[config.mk]
export PLATFORM = sky130hd
export DESIGN_NAME = icfg_bank
export DESIGN_NICKNAME = d
export VERILOG_FILES = /design/src/rtl/icfg_pkg.sv /design/src/rtl/icfg_bank.sv
export SDC_FILE = /design/constraint.sdc
export NUM_CORES = 1
export LEC_CHECK = 0
export ABC_CLOCK_PERIOD_IN_PS = 2870
export BUFFER_PORTS_ARGS = -buffer_cell sky130_fd_sc_hd__buf_2
export CAP_MARGIN = 20
export CELL_PAD_IN_SITES_DETAIL_PLACEMENT = 1
export CELL_PAD_IN_SITES_GLOBAL_PLACEMENT = 1
export CORE_MARGIN = 8
export CORE_UTILIZATION = 35
export CTS_BUF_LIST = sky130_fd_sc_hd__clkbuf_4 sky130_fd_sc_hd__clkbuf_8
export DETAILED_ROUTE_END_ITERATION = 8
export PLACE_DENSITY_LB_ADDON = 0.2
export SLEW_MARGIN = 20
export SYNTH_ARGS = -nofsm -noshare
export SYNTH_HDL_FRONTEND = slang
export SYNTH_SLANG_ARGS = --single-unit
[constraint.sdc]
create_clock -name CLK -period 2.87 [get_ports CLK]
set_input_delay 0.287 -clock CLK [delete_from_list [all_inputs] [get_ports CLK]]
set_output_delay 0.287 -clock CLK [all_outputs]
set_load 0.01 [all_outputs]
[src/rtl/icfg_pkg.sv]
// constants and types of the isa index configuration bank
// Operation
// - Software writes a configuration index to I/O config_index_port; device latches it.
// - Data config_data_port reads and writes the register chosen by the latched index.
// - Reading config_index_port returns the last index written.
// - Trigger irq_trigger_mode_high: IRQ9-12,14,15 bits; 0 edge, 1 level.
// - IRQ8 and IRQ13 trigger bits are written 0 and always read 0.
// - Reset clears the trigger register, all interrupts edge sensitive.
// - ISA clock select: 00 7.159MHz, 01 host clock/4, 10 host clock/3.
// - Enable bit permits access to upper 128 CMOS bytes; 0 blocks it.
// - Flash permitted when lock is 0 or override is 1.
// - 16-bit I/O recovery: 00 five, 01 four, 10 three, 11 two cycles.
// - 8-bit I/O recovery: 00 eight, 01 five, 10 four, 11 three cycles.
// - 16-bit memory and I/O wait bit: 0 one wait state, 1 none.
// - Eight-bit scratch register, freely written and read, no side effect.
// - Mirror register returns last value written to CMOS index port 70h.
// - Cleared system-standby IRQ1-15 mask bit lets that IRQ end system standby; here IRQ2 has no such mask bit and never does.
// - Cleared pin mask bit lets general pin activity end system standby.
// - Cleared NMI system-standby mask bit lets NMI end system standby.
// - Cleared monitor-standby IRQ1-15 mask bit lets that IRQ end monitor standby.
// - Cleared NMI monitor-standby mask bit lets NMI end monitor standby.
package icfg_pkg;

    localparam logic [15:0] IDX_PORT = 16'h0022;
    localparam logic [15:0] DATA_PORT = 16'h0023;
    localparam logic [15:0] CMOS_PORT = 16'h0070;
    localparam logic [15:0] TRIG_PORT = 16'h04d1;

    localparam logic [7:0] IDX_CLK_FLASH = 8'h50;
    localparam logic [7:0] IDX_RECOVERY = 8'h51;
    localparam logic [7:0] IDX_BUF_CUR = 8'h53;
    localparam logic [7:0] IDX_SCRATCH = 8'h54;
    localparam logic [7:0] IDX_CMOS_MIRROR = 8'h55;
    localparam logic [7:0] IDX_SYS_LO = 8'h58;
    localparam logic [7:0] IDX_SYS_HI = 8'h59;
    localparam logic [7:0] IDX_MON_LO = 8'h5a;
    localparam logic [7:0] IDX_MON_HI = 8'h5b;

    // writable bits of each register; the rest read as zero
    localparam logic [7:0] WMASK_CLK_FLASH = 8'hed;
    localparam logic [7:0] WMASK_RECOVERY = 8'hf4;
    localparam logic [7:0] WMASK_BUF_CUR = 8'h01;
    localparam logic [7:0] WMASK_TRIG = 8'hde;

    localparam int CLK_SEL_LSB = 6;
    localparam int FLASH_LOCK_BIT = 5;
    localparam int CMOS_UPPER_BIT = 3;
    localparam int FLASH_OVR_BIT = 2;
    localparam int REC16_LSB = 6;
    localparam int REC8_LSB = 4;
    localparam int WAIT16_BIT = 2;
    localparam int BUF_CUR_BIT = 0;

    localparam logic [7:0] RST_INDEX = 8'h00;
    localparam logic [7:0] RST_CFG = 8'h00;
    localparam logic [7:0] RST_TRIG = 8'h00;

    localparam logic [1:0] CLK_SEL_OSC = 2'h0;
    localparam logic [1:0] CLK_SEL_DIV4 = 2'h1;
    localparam logic [1:0] CLK_SEL_DIV3 = 2'h2;

    localparam logic [3:0] REC16_CODE0 = 4'h5;
    localparam logic [3:0] REC16_CODE1 = 4'h4;
    localparam logic [3:0] REC16_CODE2 = 4'h3;
    localparam logic [3:0] REC16_CODE3 = 4'h2;
    localparam logic [3:0] REC8_CODE0 = 4'h8;
    localparam logic [3:0] REC8_CODE1 = 4'h5;
    localparam logic [3:0] REC8_CODE2 = 4'h4;
    localparam logic [3:0] REC8_CODE3 = 4'h3;

    // wake sources: bit 0 nmi, bit 1 general pin, bits 16:2 irq 15:1
    localparam int SRC_W = 17;

    typedef struct packed {
        logic [1:0] clk_sel;
        logic cmos_upper_en;
        logic flash_ok;
        logic [3:0] rec16;
        logic [3:0] rec8;
        logic wait16_zero;
        logic buf_high;
        logic [7:0] trig;
        logic [7:0] rdata;
        logic sys_wake;
        logic mon_wake;
    } icfg_out_type;

    typedef struct packed {
        logic [7:0] index;
        logic [7:0] clk_flash;
        logic [7:0] recovery;
        logic [7:0] buf_cur;
        logic [7:0] scratch;
        logic [7:0] cmos_mirror;
        logic [7:0] sys_lo;
        logic [7:0] sys_hi;
        logic [7:0] mon_lo;
        logic [7:0] mon_hi;
        logic [SRC_W-1:0] sync1;
        logic [SRC_W-1:0] sync2;
        logic [SRC_W-1:0] sync3;
        logic [SRC_W-1:0] stable;
        icfg_out_type out;
    } icfg_state_type;

endpackage : icfg_pkg

[src/rtl/icfg_bank.sv]
// isa configuration bank behind the index and data port pair
`timescale 1ns/10ps
module icfg_bank
    import icfg_pkg::*;
(
    input wire logic CLK,
    input wire logic RESET_N,
    input wire logic [15:0] IO_ADDR,
    input wire logic IO_WR,
    input wire logic IO_RD,
    input wire logic [7:0] IO_WDATA,
    output logic [7:0] IO_RDATA,
    input wire logic [15:1] IRQ_IN,
    input wire logic NMI_IN,
    input wire logic GENERAL_PIN_ZERO,
    input wire logic SYS_STANDBY,
    input wire logic MON_STANDBY,
    output logic [1:0] ISA_CLK_SEL,
    output logic CMOS_UPPER_EN,
    output logic FLASH_WRITE_OK,
    output logic [3:0] REC16_CLKS,
    output logic [3:0] REC8_CLKS,
    output logic WAIT16_ZERO,
    output logic PCI_BUF_HIGH,
    output logic [7:0] TRIG_MODE_HIGH,
    output logic SYS_WAKE,
    output logic MON_WAKE
);

    icfg_state_type st;
    icfg_state_type next_st;

    function automatic logic [3:0] rec16_cycles(input logic [1:0] code);
        logic [3:0] r;
        unique case (code)
            2'h0: r = REC16_CODE0;
            2'h1: r = REC16_CODE1;
            2'h2: r = REC16_CODE2;
            2'h3: r = REC16_CODE3;
        endcase
        return r;
    endfunction : rec16_cycles

    function automatic logic [3:0] rec8_cycles(input logic [1:0] code);
        logic [3:0] r;
        unique case (code)
            2'h0: r = REC8_CODE0;
            2'h1: r = REC8_CODE1;
            2'h2: r = REC8_CODE2;
            2'h3: r = REC8_CODE3;
        endcase
        return r;
    endfunction : rec8_cycles

    // masked write: only writable bits change
    function automatic logic [7:0] wmask(input logic [7:0] d,
                                         input logic [7:0] m);
        return d & m;
    endfunction : wmask

    logic [SRC_W-1:0] src;
    logic [SRC_W-1:0] event_rise;
    logic [SRC_W-1:0] sys_mask;
    logic [SRC_W-1:0] mon_mask;
    logic [7:0] data_rd;
    logic data_wr;

    assign src = {IRQ_IN, GENERAL_PIN_ZERO, NMI_IN};

    always_comb begin
        next_st = st;
        data_wr = IO_WR && (IO_ADDR == DATA_PORT);

        // pin inputs: three flops, a change counts once stages two and
        // three agree
        next_st.sync1 = src;
        next_st.sync2 = st.sync1;
        next_st.sync3 = st.sync2;
        for (int i = 0; i < SRC_W; i++) begin
            if (st.sync2[i] == st.sync3[i]) begin
                next_st.stable[i] = st.sync3[i];
            end
        end
        event_rise = next_st.stable & ~st.stable;

        // irq2 is the cascade and has no system-standby mask; it never ends system standby
        sys_mask = {st.sys_hi, st.sys_lo[7:3], 1'b1, st.sys_lo[1],
                    st.sys_lo[FLASH_OVR_BIT], st.sys_lo[0]};
        // the general pin has no monitor-standby mask and never wakes it
        mon_mask = {st.mon_hi, st.mon_lo[7:1], 1'b1, st.mon_lo[0]};

        next_st.out.sys_wake = SYS_STANDBY
            && (|(event_rise & ~sys_mask));
        next_st.out.mon_wake = MON_STANDBY
            && (|(event_rise & ~mon_mask));

        // data port read mux over the indexed bank
        unique case (st.index)
            IDX_CLK_FLASH: data_rd = st.clk_flash;
            IDX_RECOVERY: data_rd = st.recovery;
            IDX_BUF_CUR: data_rd = st.buf_cur;
            IDX_SCRATCH: data_rd = st.scratch;
            IDX_CMOS_MIRROR: data_rd = st.cmos_mirror;
            IDX_SYS_LO: data_rd = st.sys_lo;
            IDX_SYS_HI: data_rd = st.sys_hi;
            IDX_MON_LO: data_rd = st.mon_lo;
            IDX_MON_HI: data_rd = st.mon_hi;
            default: data_rd = 8'h00;
        endcase

        // writes
        if (IO_WR) begin
            unique case (IO_ADDR)
                IDX_PORT: next_st.index = IO_WDATA;
                CMOS_PORT: next_st.cmos_mirror = IO_WDATA;
                TRIG_PORT: begin
                    next_st.out.trig = wmask(IO_WDATA, WMASK_TRIG);
                end
                default: ;
            endcase
        end
        if (data_wr) begin
            unique case (st.index)
                IDX_CLK_FLASH: begin
                    next_st.clk_flash = wmask(IO_WDATA, WMASK_CLK_FLASH);
                end
                IDX_RECOVERY: begin
                    next_st.recovery = wmask(IO_WDATA, WMASK_RECOVERY);
                end
                IDX_BUF_CUR: begin
                    next_st.buf_cur = wmask(IO_WDATA, WMASK_BUF_CUR);
                end
                IDX_SCRATCH: next_st.scratch = IO_WDATA;
                IDX_SYS_LO: next_st.sys_lo = IO_WDATA;
                IDX_SYS_HI: next_st.sys_hi = IO_WDATA;
                IDX_MON_LO: next_st.mon_lo = IO_WDATA;
                IDX_MON_HI: next_st.mon_hi = IO_WDATA;
                default: ;
            endcase
        end

        // reads: answer registered one cycle after the strobe
        next_st.out.rdata = 8'h00;
        if (IO_RD) begin
            unique case (IO_ADDR)
                IDX_PORT: next_st.out.rdata = st.index;
                DATA_PORT: next_st.out.rdata = data_rd;
                TRIG_PORT: next_st.out.rdata = st.out.trig;
                default: next_st.out.rdata = 8'h00;
            endcase
        end

        // decoded controls follow the stored fields
        next_st.out.clk_sel =
            next_st.clk_flash[CLK_SEL_LSB +: 2];
        next_st.out.cmos_upper_en =
            next_st.clk_flash[CMOS_UPPER_BIT];
        next_st.out.flash_ok = !next_st.clk_flash[FLASH_LOCK_BIT]
            || next_st.clk_flash[FLASH_OVR_BIT];
        next_st.out.rec16 =
            rec16_cycles(next_st.recovery[REC16_LSB +: 2]);
        next_st.out.rec8 =
            rec8_cycles(next_st.recovery[REC8_LSB +: 2]);
        next_st.out.wait16_zero =
            next_st.recovery[WAIT16_BIT];
        next_st.out.buf_high = next_st.buf_cur[BUF_CUR_BIT];
    end

    always_ff @(posedge CLK) begin
        if (!RESET_N) begin
            st <= '0;
            st.index <= RST_INDEX;
            st.clk_flash <= RST_CFG;
            st.recovery <= RST_CFG;
            st.buf_cur <= RST_CFG;
            st.scratch <= RST_CFG;
            st.cmos_mirror <= RST_CFG;
            st.sys_lo <= RST_CFG;
            st.sys_hi <= RST_CFG;
            st.mon_lo <= RST_CFG;
            st.mon_hi <= RST_CFG;
            st.out.trig <= RST_TRIG;
            st.out.clk_sel <= CLK_SEL_OSC;
            st.out.flash_ok <= 1'b1;
            st.out.rec16 <= REC16_CODE0;
            st.out.rec8 <= REC8_CODE0;
        end else begin
            st <= next_st;
        end
    end

    assign IO_RDATA = st.out.rdata;
    assign ISA_CLK_SEL = st.out.clk_sel;
    assign CMOS_UPPER_EN = st.out.cmos_upper_en;
    assign FLASH_WRITE_OK = st.out.flash_ok;
    assign REC16_CLKS = st.out.rec16;
    assign REC8_CLKS = st.out.rec8;
    assign WAIT16_ZERO = st.out.wait16_zero;
    assign PCI_BUF_HIGH = st.out.buf_high;
    assign TRIG_MODE_HIGH = st.out.trig;
    assign SYS_WAKE = st.out.sys_wake;
    assign MON_WAKE = st.out.mon_wake;

endmodule : icfg_bank

After elaboration in Yosys (flattened, before gate mapping)
Cells that the tools add are included.

word-level totals
  register bits after elaboration = 165

cells by class
  eq/ne operators = 36
  multiplexer cells = 26
  bitwise operators = 6
  reductions and logical operators = 20

operator list
  operator                                                                 count
  8-bit by 7-bit equality test with 1-bit output, second input constant    9
  8-bit case mux with 9 select lines                                       1
  17-bit AND                                                               3
  17-bit NOT                                                               3
  17-bit OR reduction                                                      2
  16-bit by 6-bit equality test with 1-bit output, second input constant   2
  32-bit two-way mux                                                       1
  4-bit case mux with 4 select lines                                       2
  8-bit two-way mux                                                        3
  8-bit case mux with 3 select lines                                       1
  2-bit AND reduction                                                      11
  1-bit two-way mux                                                        18
  1-bit equality test                                                      17
  16-bit by 11-bit equality test with 1-bit output, second input constant  1
  16-bit by 7-bit equality test with 1-bit output, second input constant   1
  2-bit equality test, second input constant                               4
  2-bit by 1-bit equality test with 1-bit output, second input constant    2
  2-bit zero test                                                          2
  1-bit logical AND                                                        3
  1-bit zero test                                                          1
  1-bit logical OR                                                         1

Logic depth before layout (Yosys ltp)
Gate-level depths: netlist (run 1).

  depth in word-level cells = 6
  depth in mapped cells = 9
  gate-level depth less buffers = 8

Worst setup path before layout (run 1)
No wires, ideal clock.

  path type = input to register
  start point = in IO_ADDR[7]
  end point = reg st, in the netlist REC8_CLKS[0]
  setup time = 126 ps
  arrival = 1,962 ps
  data required time = 2,744 ps
  setup slack = 782 ps
  cell stages on the path = 7
  buffers on the path = 0
  cells stage by stage = or3b_4 nor4_4 nand4_2 mux2i_1 ha_1 nand2b_1 nor2_1

between the ends
  word-level cells in the longest chain between the ends = 5
  elaborated cells between the ends (all ways) = 8

ends and longest elaborated chain
  what                                               line              RTL
  start: declaration                                 icfg_bank.sv:8    input wire logic [15:0] IO_ADDR,
  16-bit by 6-bit equality test with 1-bit output *  icfg_bank.sv:72   data_wr = IO_WR && (IO_ADDR == DATA_PORT);
  1-bit logical AND *                                icfg_bank.sv:72
  32-bit two-way mux *                               icfg_bank.sv:122  if (data_wr) begin
  2-bit equality test, or another cell as far along  icfg_bank.sv:46   unique case (code)
  4-bit case mux with 4 select lines *               icfg_bank.sv:46
  end signal: assignment                             icfg_bank.sv:188  st <= next_st;
  end: declaration                                   icfg_bank.sv:30   icfg_state_type st;

Every way passes the cells marked *; elsewhere a longest branch is shown, timed or not.
A chain may end at the register's enable or synchronous reset.

Worst setup path in the final report (run 1)
  start point = reg st[174] (netlist bit)
  end point = reg st, in the netlist REC8_CLKS[0]

between the ends
  word-level cells in the longest chain between the ends = 5
  elaborated cells between the ends (all ways) = 8

ends and longest elaborated chain
  what                                               line              RTL
  8-bit by 7-bit equality test with 1-bit output *   icfg_bank.sv:123  unique case (st.index)
  8-bit two-way mux *                                icfg_bank.sv:123
  32-bit two-way mux *                               icfg_bank.sv:122
  2-bit equality test, or another cell as far along  icfg_bank.sv:46
  4-bit case mux with 4 select lines *               icfg_bank.sv:46

Marked as above.

==> impl_metrics.yaml, run 1 <==
status:
  status: "complete, no violations"
yosys:
  avgSynthCellArea_sq_um: 9.71
  synth_top_cell_by_area: "dfxtp_1"
  yosys-top-cells-area: "dfxtp_1, mux2i_1, nand2_1"
  synth_enable_flop_cells: 0
  synthesis.area_sq_mm: 0.00659
  async_reset_ff_frac: 0
  synth_cell_types: 54
  synth_top_area_frac: 0.486
  yosysWarnings: 0
  ys.flop_type: "dfxtp_1"
  netlist_instances: 679
  ys_ff_latch: 160
  seq_area_frac_synth: 0.486
clock_tree:
  clk_pin_slew_ns: 0.10
  post-cts-setup-buffers: 0
  ctsRootBufferMaster: "clkbuf_8"
  cts.sinks: 160
  cts.hold.buffers_added: 2
  cts-resized-gates: 0
  insertion_delay_ns: 0.46
  cts_buffers: 17
  cts_tree: "built"
  clock_path_buffers: 2
  h-tree-depth: 4
sta:
  tns_ns: 0
  layout_min_cycle_time_ns: 2.52
  timing.final.ws_setup_ns: 0.352
  rsz0062_at_grt: "false"
  clock.fmax_mhz: 397
  fin_skew_ns: 0.0173
  setup_viol: 0
  max-slew-margin-rel: 0.555
  finalHoldViolCount: 0
  drv_slew: 0
  fin_crit_sh: 0.877
  worst-slew-pin-transition_ns: 0.663
  fin_hold_ws_ns: 0.0234
detailed_routing:
  dr.pass1.iters: 4
  ant_nets: 0
  remaining_drc_errors: 0
  routed_via_density: 5.14
  routedWlPerCell_um: 18.5
  dr_total_vias: 5026
  first_iter_violations: 234
  wirelength_mm: 18.1
placed_design:
  hpwl_mm: 13.2
  gp_congestion: 0.806
  io_buffer_count: 75
  pre_cts_ws_ns: 0.317
power_and_ir_drop:
  p_leak_uw: 0.00289
  peakVddDrop_mv: 0.390
  powerDensity_mw_per_mm2: 578
floorplan:
  io_pins: 79
  die_w_um: 153
  core-area_sq_mm: 0.0186
  placementRows: 50
  initial_core_util: 0.355
  die_h_um: 153
  die-area_sq_mm: 0.0235
worst_setup_path:
  critPathLaunchType: "flip-flop"
  arrival_ns: 2.86
  crit_path_end_kind: "flip-flop"
  critPathMaxFanout: 19
  crit_type: "reg -> reg"
  critPathRequiredTime_ns: 3.21
finish:
  diodes: 0
  area_growth_pct: 14.5
  nNetsFinal: 780
  drive_gt1_frac: 0.194
global_route:
  grt_pass1_vias: 5416
  grt_use_total: 0.157
  gr-total-overflow: 0
  grt_first_pass_wirelength_mm: 29.4
  grt_max_degree: 102
  antenna_found_initial: 0
flow_run:
  maxCapViolCount: 0
hold_path:
  hold_class: "in -> reg"
==> final timing paths <==
| kind | startpoint | endpoint | slack (ns) | cells past startpoint |
|---|---|---|---|---|
| setup / recovery | st[174]$_SDFFE_PN0P_ | REC8_CLKS[0]$_SDFF_PN0_ | 0.35 | 7 |
| hold / removal | IRQ_IN[6] | next_st[73]$_SDFF_PN0_ | 0.02 | 2 |
| setup reg to reg | st[174]$_SDFFE_PN0P_ | REC8_CLKS[0]$_SDFF_PN0_ | 0.35 | 7 |
| hold reg to reg | next_st[66]$_SDFF_PN0_ | next_st[49]$_SDFF_PN0_ | 0.44 | 1 |
==> metal layers <==
layer,track usage,vias to the layer above,wire (um)
li1,-,2436,-
met1,0.186,2454,8080
met2,0.269,110,8770
met3,0.0412,26,767
met4,0.0580,0,439
met5,0,-,0
==> cells in the mapped netlist, drive strengths merged, types with 2 or more instances <==
cell type	count
or3b	2
nor3	5
and2	54
nor4b	2
nand3b	15
nor2b	15
and3	2
o22ai	16
a31oi	5
mux2i	64
nor4	7
nor2	13
nor4bb	3
a21boi	29
or3	4
nor3b	3
clkbuf	25
o21ai	29
a22oi	12
buf	36
mux4	4
o32ai	4
inv	8
a21oi	15
nand2b	2
nand4	4
nand3	21
nand2	99
dfxtp	160
mux2	6
ha	2
==> cell type report <==
cell class	instances	area, sq um
clock inverters	15	245
fillers	2128	11000
clock buffers	17	234
well taps	234	293
repair buffers	92	526
multi-input cells	452	3020
flip-flops and latches	160	3200
inverters	8	30.0
==> cells by family after synthesis <==
kind of cell,share of synthesized area
muxes,0.121
DFF,0.486
adders and majority gates,0.00380
AOI/OAI and AO/OA,0.114
and+or+nand+nor,0.217
buffers and inverters,0.0575
other,0.000569
==> through the flow <==
stage / util / area [sq um] / total power [uW] / cells
floorplan: - / 6600 / 2390 / 681
global placement: 0.379 / 7040 / 2460 / 943
detailed placement: 0.379 / 7040 / 2460 / 943
CTS: 0.406 / 7540 / 4420 / 977
global route: 0.406 / 7550 / 4540 / 978
finish: 0.406 / 7550 / 4360 / 978
==> layout by cell type, fill, tap and decap left out, drive strengths merged, types with 4 or more instances in the layout <==
| cell | n |
|---|---|
| and2 | 54 |
| nand3 | 21 |
| a21oi | 15 |
| buf | 89 |
| a21boi | 29 |
| o22ai | 16 |
| inv | 14 |
| nand4 | 4 |
| clkbuf | 17 |
| or3 | 4 |
| clkinv | 4 |
| nand3b | 15 |
| a22oi | 12 |
| mux4 | 4 |
| nor4 | 7 |
| nor2 | 13 |
| a31oi | 5 |
| nand2 | 99 |
| mux2i | 64 |
| o32ai | 4 |
| dfxtp | 160 |
| bufinv | 4 |
| mux2 | 6 |
| nor2b | 15 |
| nor3 | 5 |
| o21ai | 29 |
==> sequential cells by signal (all words and copies together), names as in the netlist <==
register,cells
TRIG_MODE_HIGH,6
REC16_CLKS,3
SYS_WAKE,1
mon_mask,16
MON_WAKE,1
REC8_CLKS,4
FLASH_WRITE_OK,1
st,86
IO_RDATA,8
next_st,34
==> worst max-delay path, stage by stage (launching register included) <==
cell	delay (ns)
dfxtp_1	0.52
nor2_1	0.30
nor4b_1	0.35
nand4_2	0.35
mux2i_1	0.45
ha_1	0.21
nand2b_1	0.16
nor2_1	0.05
==> power breakdown <==
part | switching (uW) | internal, uW
logic | 88.7 | 61.8
registers | 14.1 | 2250
clock network | 952 | 996
total | 1050 | 3310
(Power assumes the default switching activity.)
==> run 2: changes to the inputs <==
--- a/config.mk
+++ b/config.mk
@@ -5,13 +5,13 @@
 export SDC_FILE = /design/constraint.sdc
 export NUM_CORES = 1
 export LEC_CHECK = 0
-export ABC_CLOCK_PERIOD_IN_PS = 2870
+export ABC_CLOCK_PERIOD_IN_PS = 2100
 export BUFFER_PORTS_ARGS = -buffer_cell sky130_fd_sc_hd__buf_2
 export CAP_MARGIN = 20
 export CELL_PAD_IN_SITES_DETAIL_PLACEMENT = 1
 export CELL_PAD_IN_SITES_GLOBAL_PLACEMENT = 1
 export CORE_MARGIN = 8
-export CORE_UTILIZATION = 35
+export CORE_UTILIZATION = 42
 export CTS_BUF_LIST = sky130_fd_sc_hd__clkbuf_4 sky130_fd_sc_hd__clkbuf_8
 export DETAILED_ROUTE_END_ITERATION = 8
 export PLACE_DENSITY_LB_ADDON = 0.2
==> constraint.sdc (replaced) <==
create_clock -name CLK -period 2.1 [get_ports CLK]
set_input_delay 0.21 -clock CLK [delete_from_list [all_inputs] [get_ports CLK]]
set_output_delay 0.21 -clock CLK [all_outputs]
set_load 0.01 [all_outputs]
==> impl_metrics.yaml, run 2 (synthesized netlist as in run 1, its figures left out) <==
status:
  status: "complete, no violations"
placed_design:
  io_buffer_count: 75
  dp.cells: 947
  gp_congestion: 0.884
  hpwl_mm: 13.6
worst_setup_path:
  crit_type: "reg -> reg"
  critPathLaunch: "st[177]$_SDFFE_PN0P_"
  arrival_ns: 2.38
  r2r_cells: 7
  crit_path_end_kind: "flip-flop"
  r2r_start: "st[177]$_SDFFE_PN0P_"
  critPathLaunchType: "flip-flop"
  r2r_slack_ns: 0.12
  slowest_delay_ns: 0.36
  critPathMaxFanout: 4
  path_cells: "nand4bb_4, nor4b_4, nand4_4, mux2i_4, ha_1, nand2b_1, nor2_1"
  crit_path_top_delay_cell: "nor4b_4"
  timing.rr.end: "REC8_CLKS[0]$_SDFF_PN0_"
  critPathRequiredTime_ns: 2.50
power_and_ir_drop:
  p_sw_uw: 1340
  power.share.clock: 0.420
  p_seq_frac: 0.539
  p_leak_uw: 0.00305
  peakVddDrop_mv: 0.480
  powerDensity_mw_per_mm2: 724
  comb_power_share: 0.041
  p_int_uw: 4390
  swShare: 0.235
finish:
  layout.cells.non_filler: 998
  diodes: 0
  largest_register_ffs: 86
  drive_gt1_frac: 0.220
  nNetsFinal: 818
  largest-register: "st"
  final_common_cell: "dfxtp_1"
  area_growth_pct: 20.1
  most-common-layout-cells: "dfxtp_1, nand2_1, buf_2, mux2i_1, and2_1"
floorplan:
  die-area_sq_mm: 0.0200
  initial_core_util: 0.423
  placementRows: 46
  core-area_sq_mm: 0.0156
  io_pins: 79
  die_w_um: 141
  die_h_um: 141
sta:
  fin_crit_sh: 0.944
  layout_min_cycle_time_ns: 1.98
  rsz0062_at_grt: "false"
  clock.fmax_mhz: 504
  finalHoldViolCount: 0
  tns_ns: 0
  max-slew-margin-rel: 0.616
  setup_viol: 0
  drv_slew: 0
  worst-slew-pin-transition_ns: 0.571
  fin_hold_ws_ns: 0.0458
  fin_skew_ns: 0.0119
clock_tree:
  cts_tree: "built"
  ctsRootBufferMaster: "clkbuf_8"
  post-cts-setup-buffers: 0
  insertion_delay_ns: 0.47
  clock_path_buffers: 2
  h-tree-depth: 4
  clk_pin_slew_ns: 0.09
  cts.sinks: 160
  cts_buffers: 17
global_route:
  grt_use_total: 0.192
  grt_first_pass_wirelength_mm: 30.0
  grt_pass1_vias: 5724
  antenna_found_initial: 0
  gr-total-overflow: 0
  grt_max_degree: 110
hold_path:
  hold_class: "in -> reg"
  min_delay_worst_endpoint: "st[178]$_SDFFE_PN0P_"
  hold_path_depth: 3
  hold_path.startpoint: "IO_WDATA[6]"
detailed_routing:
  first_iter_violations: 280
  routed_via_density: 5.29
  routedWlPerCell_um: 18.7
  dr.pass1.iters: 4
  wirelength_mm: 18.6
  dr_total_vias: 5279
  ant_nets: 0
  remaining_drc_errors: 0
flow_run:
  maxCapViolCount: 0
## run 2: final cells by class
class / instances / area [sq um]
Clock buffer: 18 / 241
Clock inverter: 14 / 178
Fill cell: 1754 / 7680
Inverter: 8 / 30.0
Multi-Input combinational cell: 452 / 3080
Sequential cell: 160 / 3200
Tap cell: 216 / 270
Timing Repair Buffer: 130 / 913
## run 2: worst max path at each step
stage,endpoint,slack [ns],cells after the start
after floorplan,REC8_CLKS[0]$_SDFF_PN0_,0.07,8
after global placement,st[142]$_SDFFE_PN0P_,0.04,9
after global routing,st[144]$_SDFFE_PN0P_,0.009,7
after detailed placement,REC8_CLKS[0]$_SDFF_PN0_,-0.06,8
final,REC8_CLKS[0]$_SDFF_PN0_,0.12,7
after CTS,REC8_CLKS[0]$_SDFF_PN0_,0.01,7
## run 2: what timing repair did
action | in CTS | in global routing
resized for setup | 0 | 9
setup endpoints to repair | 0 | 12
endpoints found under the hold margin | 19 | 0
hold buffers | 19 | 0
## run 2: layer usage
metal | part of all wire | vias to the layer above | track usage
li1 | - | 2520 | -
met1 | 0.42 | 2583 | 0.213
met2 | 0.49 | 128 | 0.331
met3 | 0.043 | 48 | 0.0427
met4 | 0.044 | 0 | 0.118
met5 | 0 | - | 0
## run 2: power by group through the flow
stage | Clock, uW | Combinational, uW | Sequential, uW
3_3_place_gp | 0 | 200 | 3160
2_1_floorplan | 0 | 112 | 3160
6_report | 2400 | 235 | 3090
4_1_cts | 2470 | 233 | 3090
5_1_grt | 2590 | 255 | 3100
3_5_place_dp | 0 | 205 | 3160
## run 2: worst max-delay path, delay by kind of cell (launching register included)
kind / cells / cell delay, ns
AND/OR/NAND/NOR: 5 / 1.10
flip-flops: 1 / 0.35
multiplexers: 1 / 0.25
adder cells (fa/ha/maj): 1 / 0.21
## run 2: stage by stage
step | util | instance area [sq um] | total power, uW | worst slack (ns)
finish | 0.508 | 7920 | 5730 | 0.117
global route | 0.508 | 7920 | 5950 | 0.00862
CTS | 0.504 | 7850 | 5800 | 0.0140
detailed placement | 0.464 | 7240 | 3370 | -0.0569
global placement | 0.464 | 7240 | 3360 | 0.0389
floorplan | - | 6600 | 3270 | 0.0744
==> run 3: changes to the inputs <==
--- a/config.mk
+++ b/config.mk
@@ -11,8 +11,7 @@
 export CELL_PAD_IN_SITES_DETAIL_PLACEMENT = 1
 export CELL_PAD_IN_SITES_GLOBAL_PLACEMENT = 1
 export CORE_MARGIN = 8
-export CORE_UTILIZATION = 42
-export CTS_BUF_LIST = sky130_fd_sc_hd__clkbuf_4 sky130_fd_sc_hd__clkbuf_8
+export CORE_UTILIZATION = 40
 export DETAILED_ROUTE_END_ITERATION = 8
 export PLACE_DENSITY_LB_ADDON = 0.2
 export SLEW_MARGIN = 20
==> impl_metrics.yaml, run 3 (synthesized netlist as in run 1, its figures left out) <==
flow_run:
  maxCapViolCount: 0
global_route:
  grt_first_pass_wirelength_mm: 29.5
  grt_max_degree: 86
  grt.met3_usage: 0.0419
  antenna_found_initial: 0
  busiest_layer: "met2"
  grt_use_total: 0.185
  use_met1: 0.208
  gr-total-overflow: 0
  grt.met2_usage: 0.327
  grt_pass1_vias: 5618
sta:
  worst-slew-pin-transition_ns: 0.515
  drv_slew: 0
  fin_skew_ns: 0.00646
  rsz0062_at_grt: "false"
  clock.fmax_mhz: 494
  finalHoldViolCount: 0
  layout_min_cycle_time_ns: 2.02
  max-slew-margin-rel: 0.657
  fin_crit_sh: 0.964
  setup_viol: 0
  fin_hold_ws_ns: 0.0322
clock_tree:
  ctsRootBufferMaster: "clkbuf_16"
  cts_tree: "built"
  clock_path_buffers: 2
  cts_buffers: 17
  cts.sinks: 160
  h-tree-depth: 4
  insertion_delay_ns: 0.42
  clk_pin_slew_ns: 0.06
floorplan:
  initial_core_util: 0.403
  core-area_sq_mm: 0.0163
  die-area_sq_mm: 0.0208
  placementRows: 47
  io_pins: 79
  die_h_um: 144
  die_w_um: 144
finish:
  drive_gt1_frac: 0.216
  nNetsFinal: 817
  final_common_cell: "dfxtp_1"
  most-common-layout-cells: "dfxtp_1, nand2_1, buf_2, mux2i_1, and2_1"
  design_area_sq_mm: 0.00799
  final_util: 0.489
  diodes: 0
  largest-register: "st"
  area_growth_pct: 21.2
  layout.cells.non_filler: 998
  largest_register_ffs: 86
placed_design:
  io_buffer_count: 75
  hpwl_mm: 13.4
  dp.cells: 951
  place_area_sq_mm: 0.00725
  gp_congestion: 0.842
worst_setup_path:
  crit_family: "compound AO/OA/AOI/OAI gates"
  critPathMaxFanout: 17
  crit_path_end_kind: "flip-flop"
  crit_path_top_delay_cell: "mux4_2"
  cpMostUsedCell: "o21ai_0"
  arrival_ns: 2.31
  crit_type: "reg -> reg"
  slowest_delay_ns: 0.56
  path_buf_inv: 1
  critPathRequiredTime_ns: 2.39
  path_cells: "buf_4, mux4_2, nand2_1, o21ai_0, o21ai_0, a21oi_1"
  critPathLaunchType: "flip-flop"
detailed_routing:
  dr_total_vias: 5270
  first_iter_violations: 350
  routedWlPerCell_um: 18.6
  remaining_drc_errors: 0
  ant_nets: 0
  dr.pass1.iters: 7
  wirelength_mm: 18.6
  routed_via_density: 5.28
power_and_ir_drop:
  peakVddDrop_mv: 0.592
  power.share.clock: 0.445
  power_uw: 5990
  comb_power_share: 0.039
  swShare: 0.222
  p_sw_uw: 1330
  p_leak_uw: 0.00307
  p_int_uw: 4660
  p_seq_frac: 0.517
  powerDensity_mw_per_mm2: 750
status:
  status: "complete, no violations"
hold_path:
  hold_class: "in -> reg"
run 3: stage by stage:
step	setup slack, ns	TNS [ns]
final	0.0750	0
after global routing	0.00948	0
after CTS	0.0175	0
after detailed placement	-0.193	-0.723
after global placement	-0.00293	-0.00293
after floorplan	0.0744	0
run 3: path summary, 6_finish.rpt:
kind | from | end | slack [ns] | cells past startpoint
worst max-delay path | st[172]$_SDFFE_PN0P_ | IO_RDATA[2]$_SDFF_PN0_ | 0.08 | 6
worst max register to register | st[172]$_SDFFE_PN0P_ | IO_RDATA[2]$_SDFF_PN0_ | 0.08 | 6
worst min register to register | next_st[72]$_SDFF_PN0_ | next_st[55]$_SDFF_PN0_ | 0.43 | 1
worst min-delay path | MON_STANDBY | MON_WAKE$_SDFF_PN0_ | 0.03 | 3
run 3: cell type report:
type                       count  area (sq um)
timing repair buffer         129           901
sequential                   160          3210
multi-input combinational    452          3070
clock buffer                  19           433
tap                          220           275
inverter                       8          30.0
clock inverter                10          68.8
fill                        1871          8360
run 3: timing repair:
action | CTS | global route
gates resized for setup | 0 | 9
buffers inserted | 0 | 1
hold buffers | 17 | 0
setup endpoints to repair | 0 | 4
hold endpoints to repair | 17 | 0
run 3: tightest hold or removal path, cell delays in order:
cell     delay, ns
buf_2         0.10
nand2_1       0.06
a21oi_1       0.04
run 3: power groups by stage:
stage	Clock [uW]	Combinational, uW	Sequential (uW)
after floorplan	0	112	3160
after global placement	0	198	3160
after detailed placement	0	206	3160
after CTS	2760	231	3100
after global routing	2870	252	3100
final	2670	231	3100
run 3: routing by layer:
| layer | up-vias | share of wire |
|---|---|---|
| met5 | - | 0 |
| met3 | 31 | 0.051 |
| met1 | 2589 | 0.42 |
| met2 | 129 | 0.51 |
| met4 | 0 | 0.025 |
| li1 | 2521 | - |
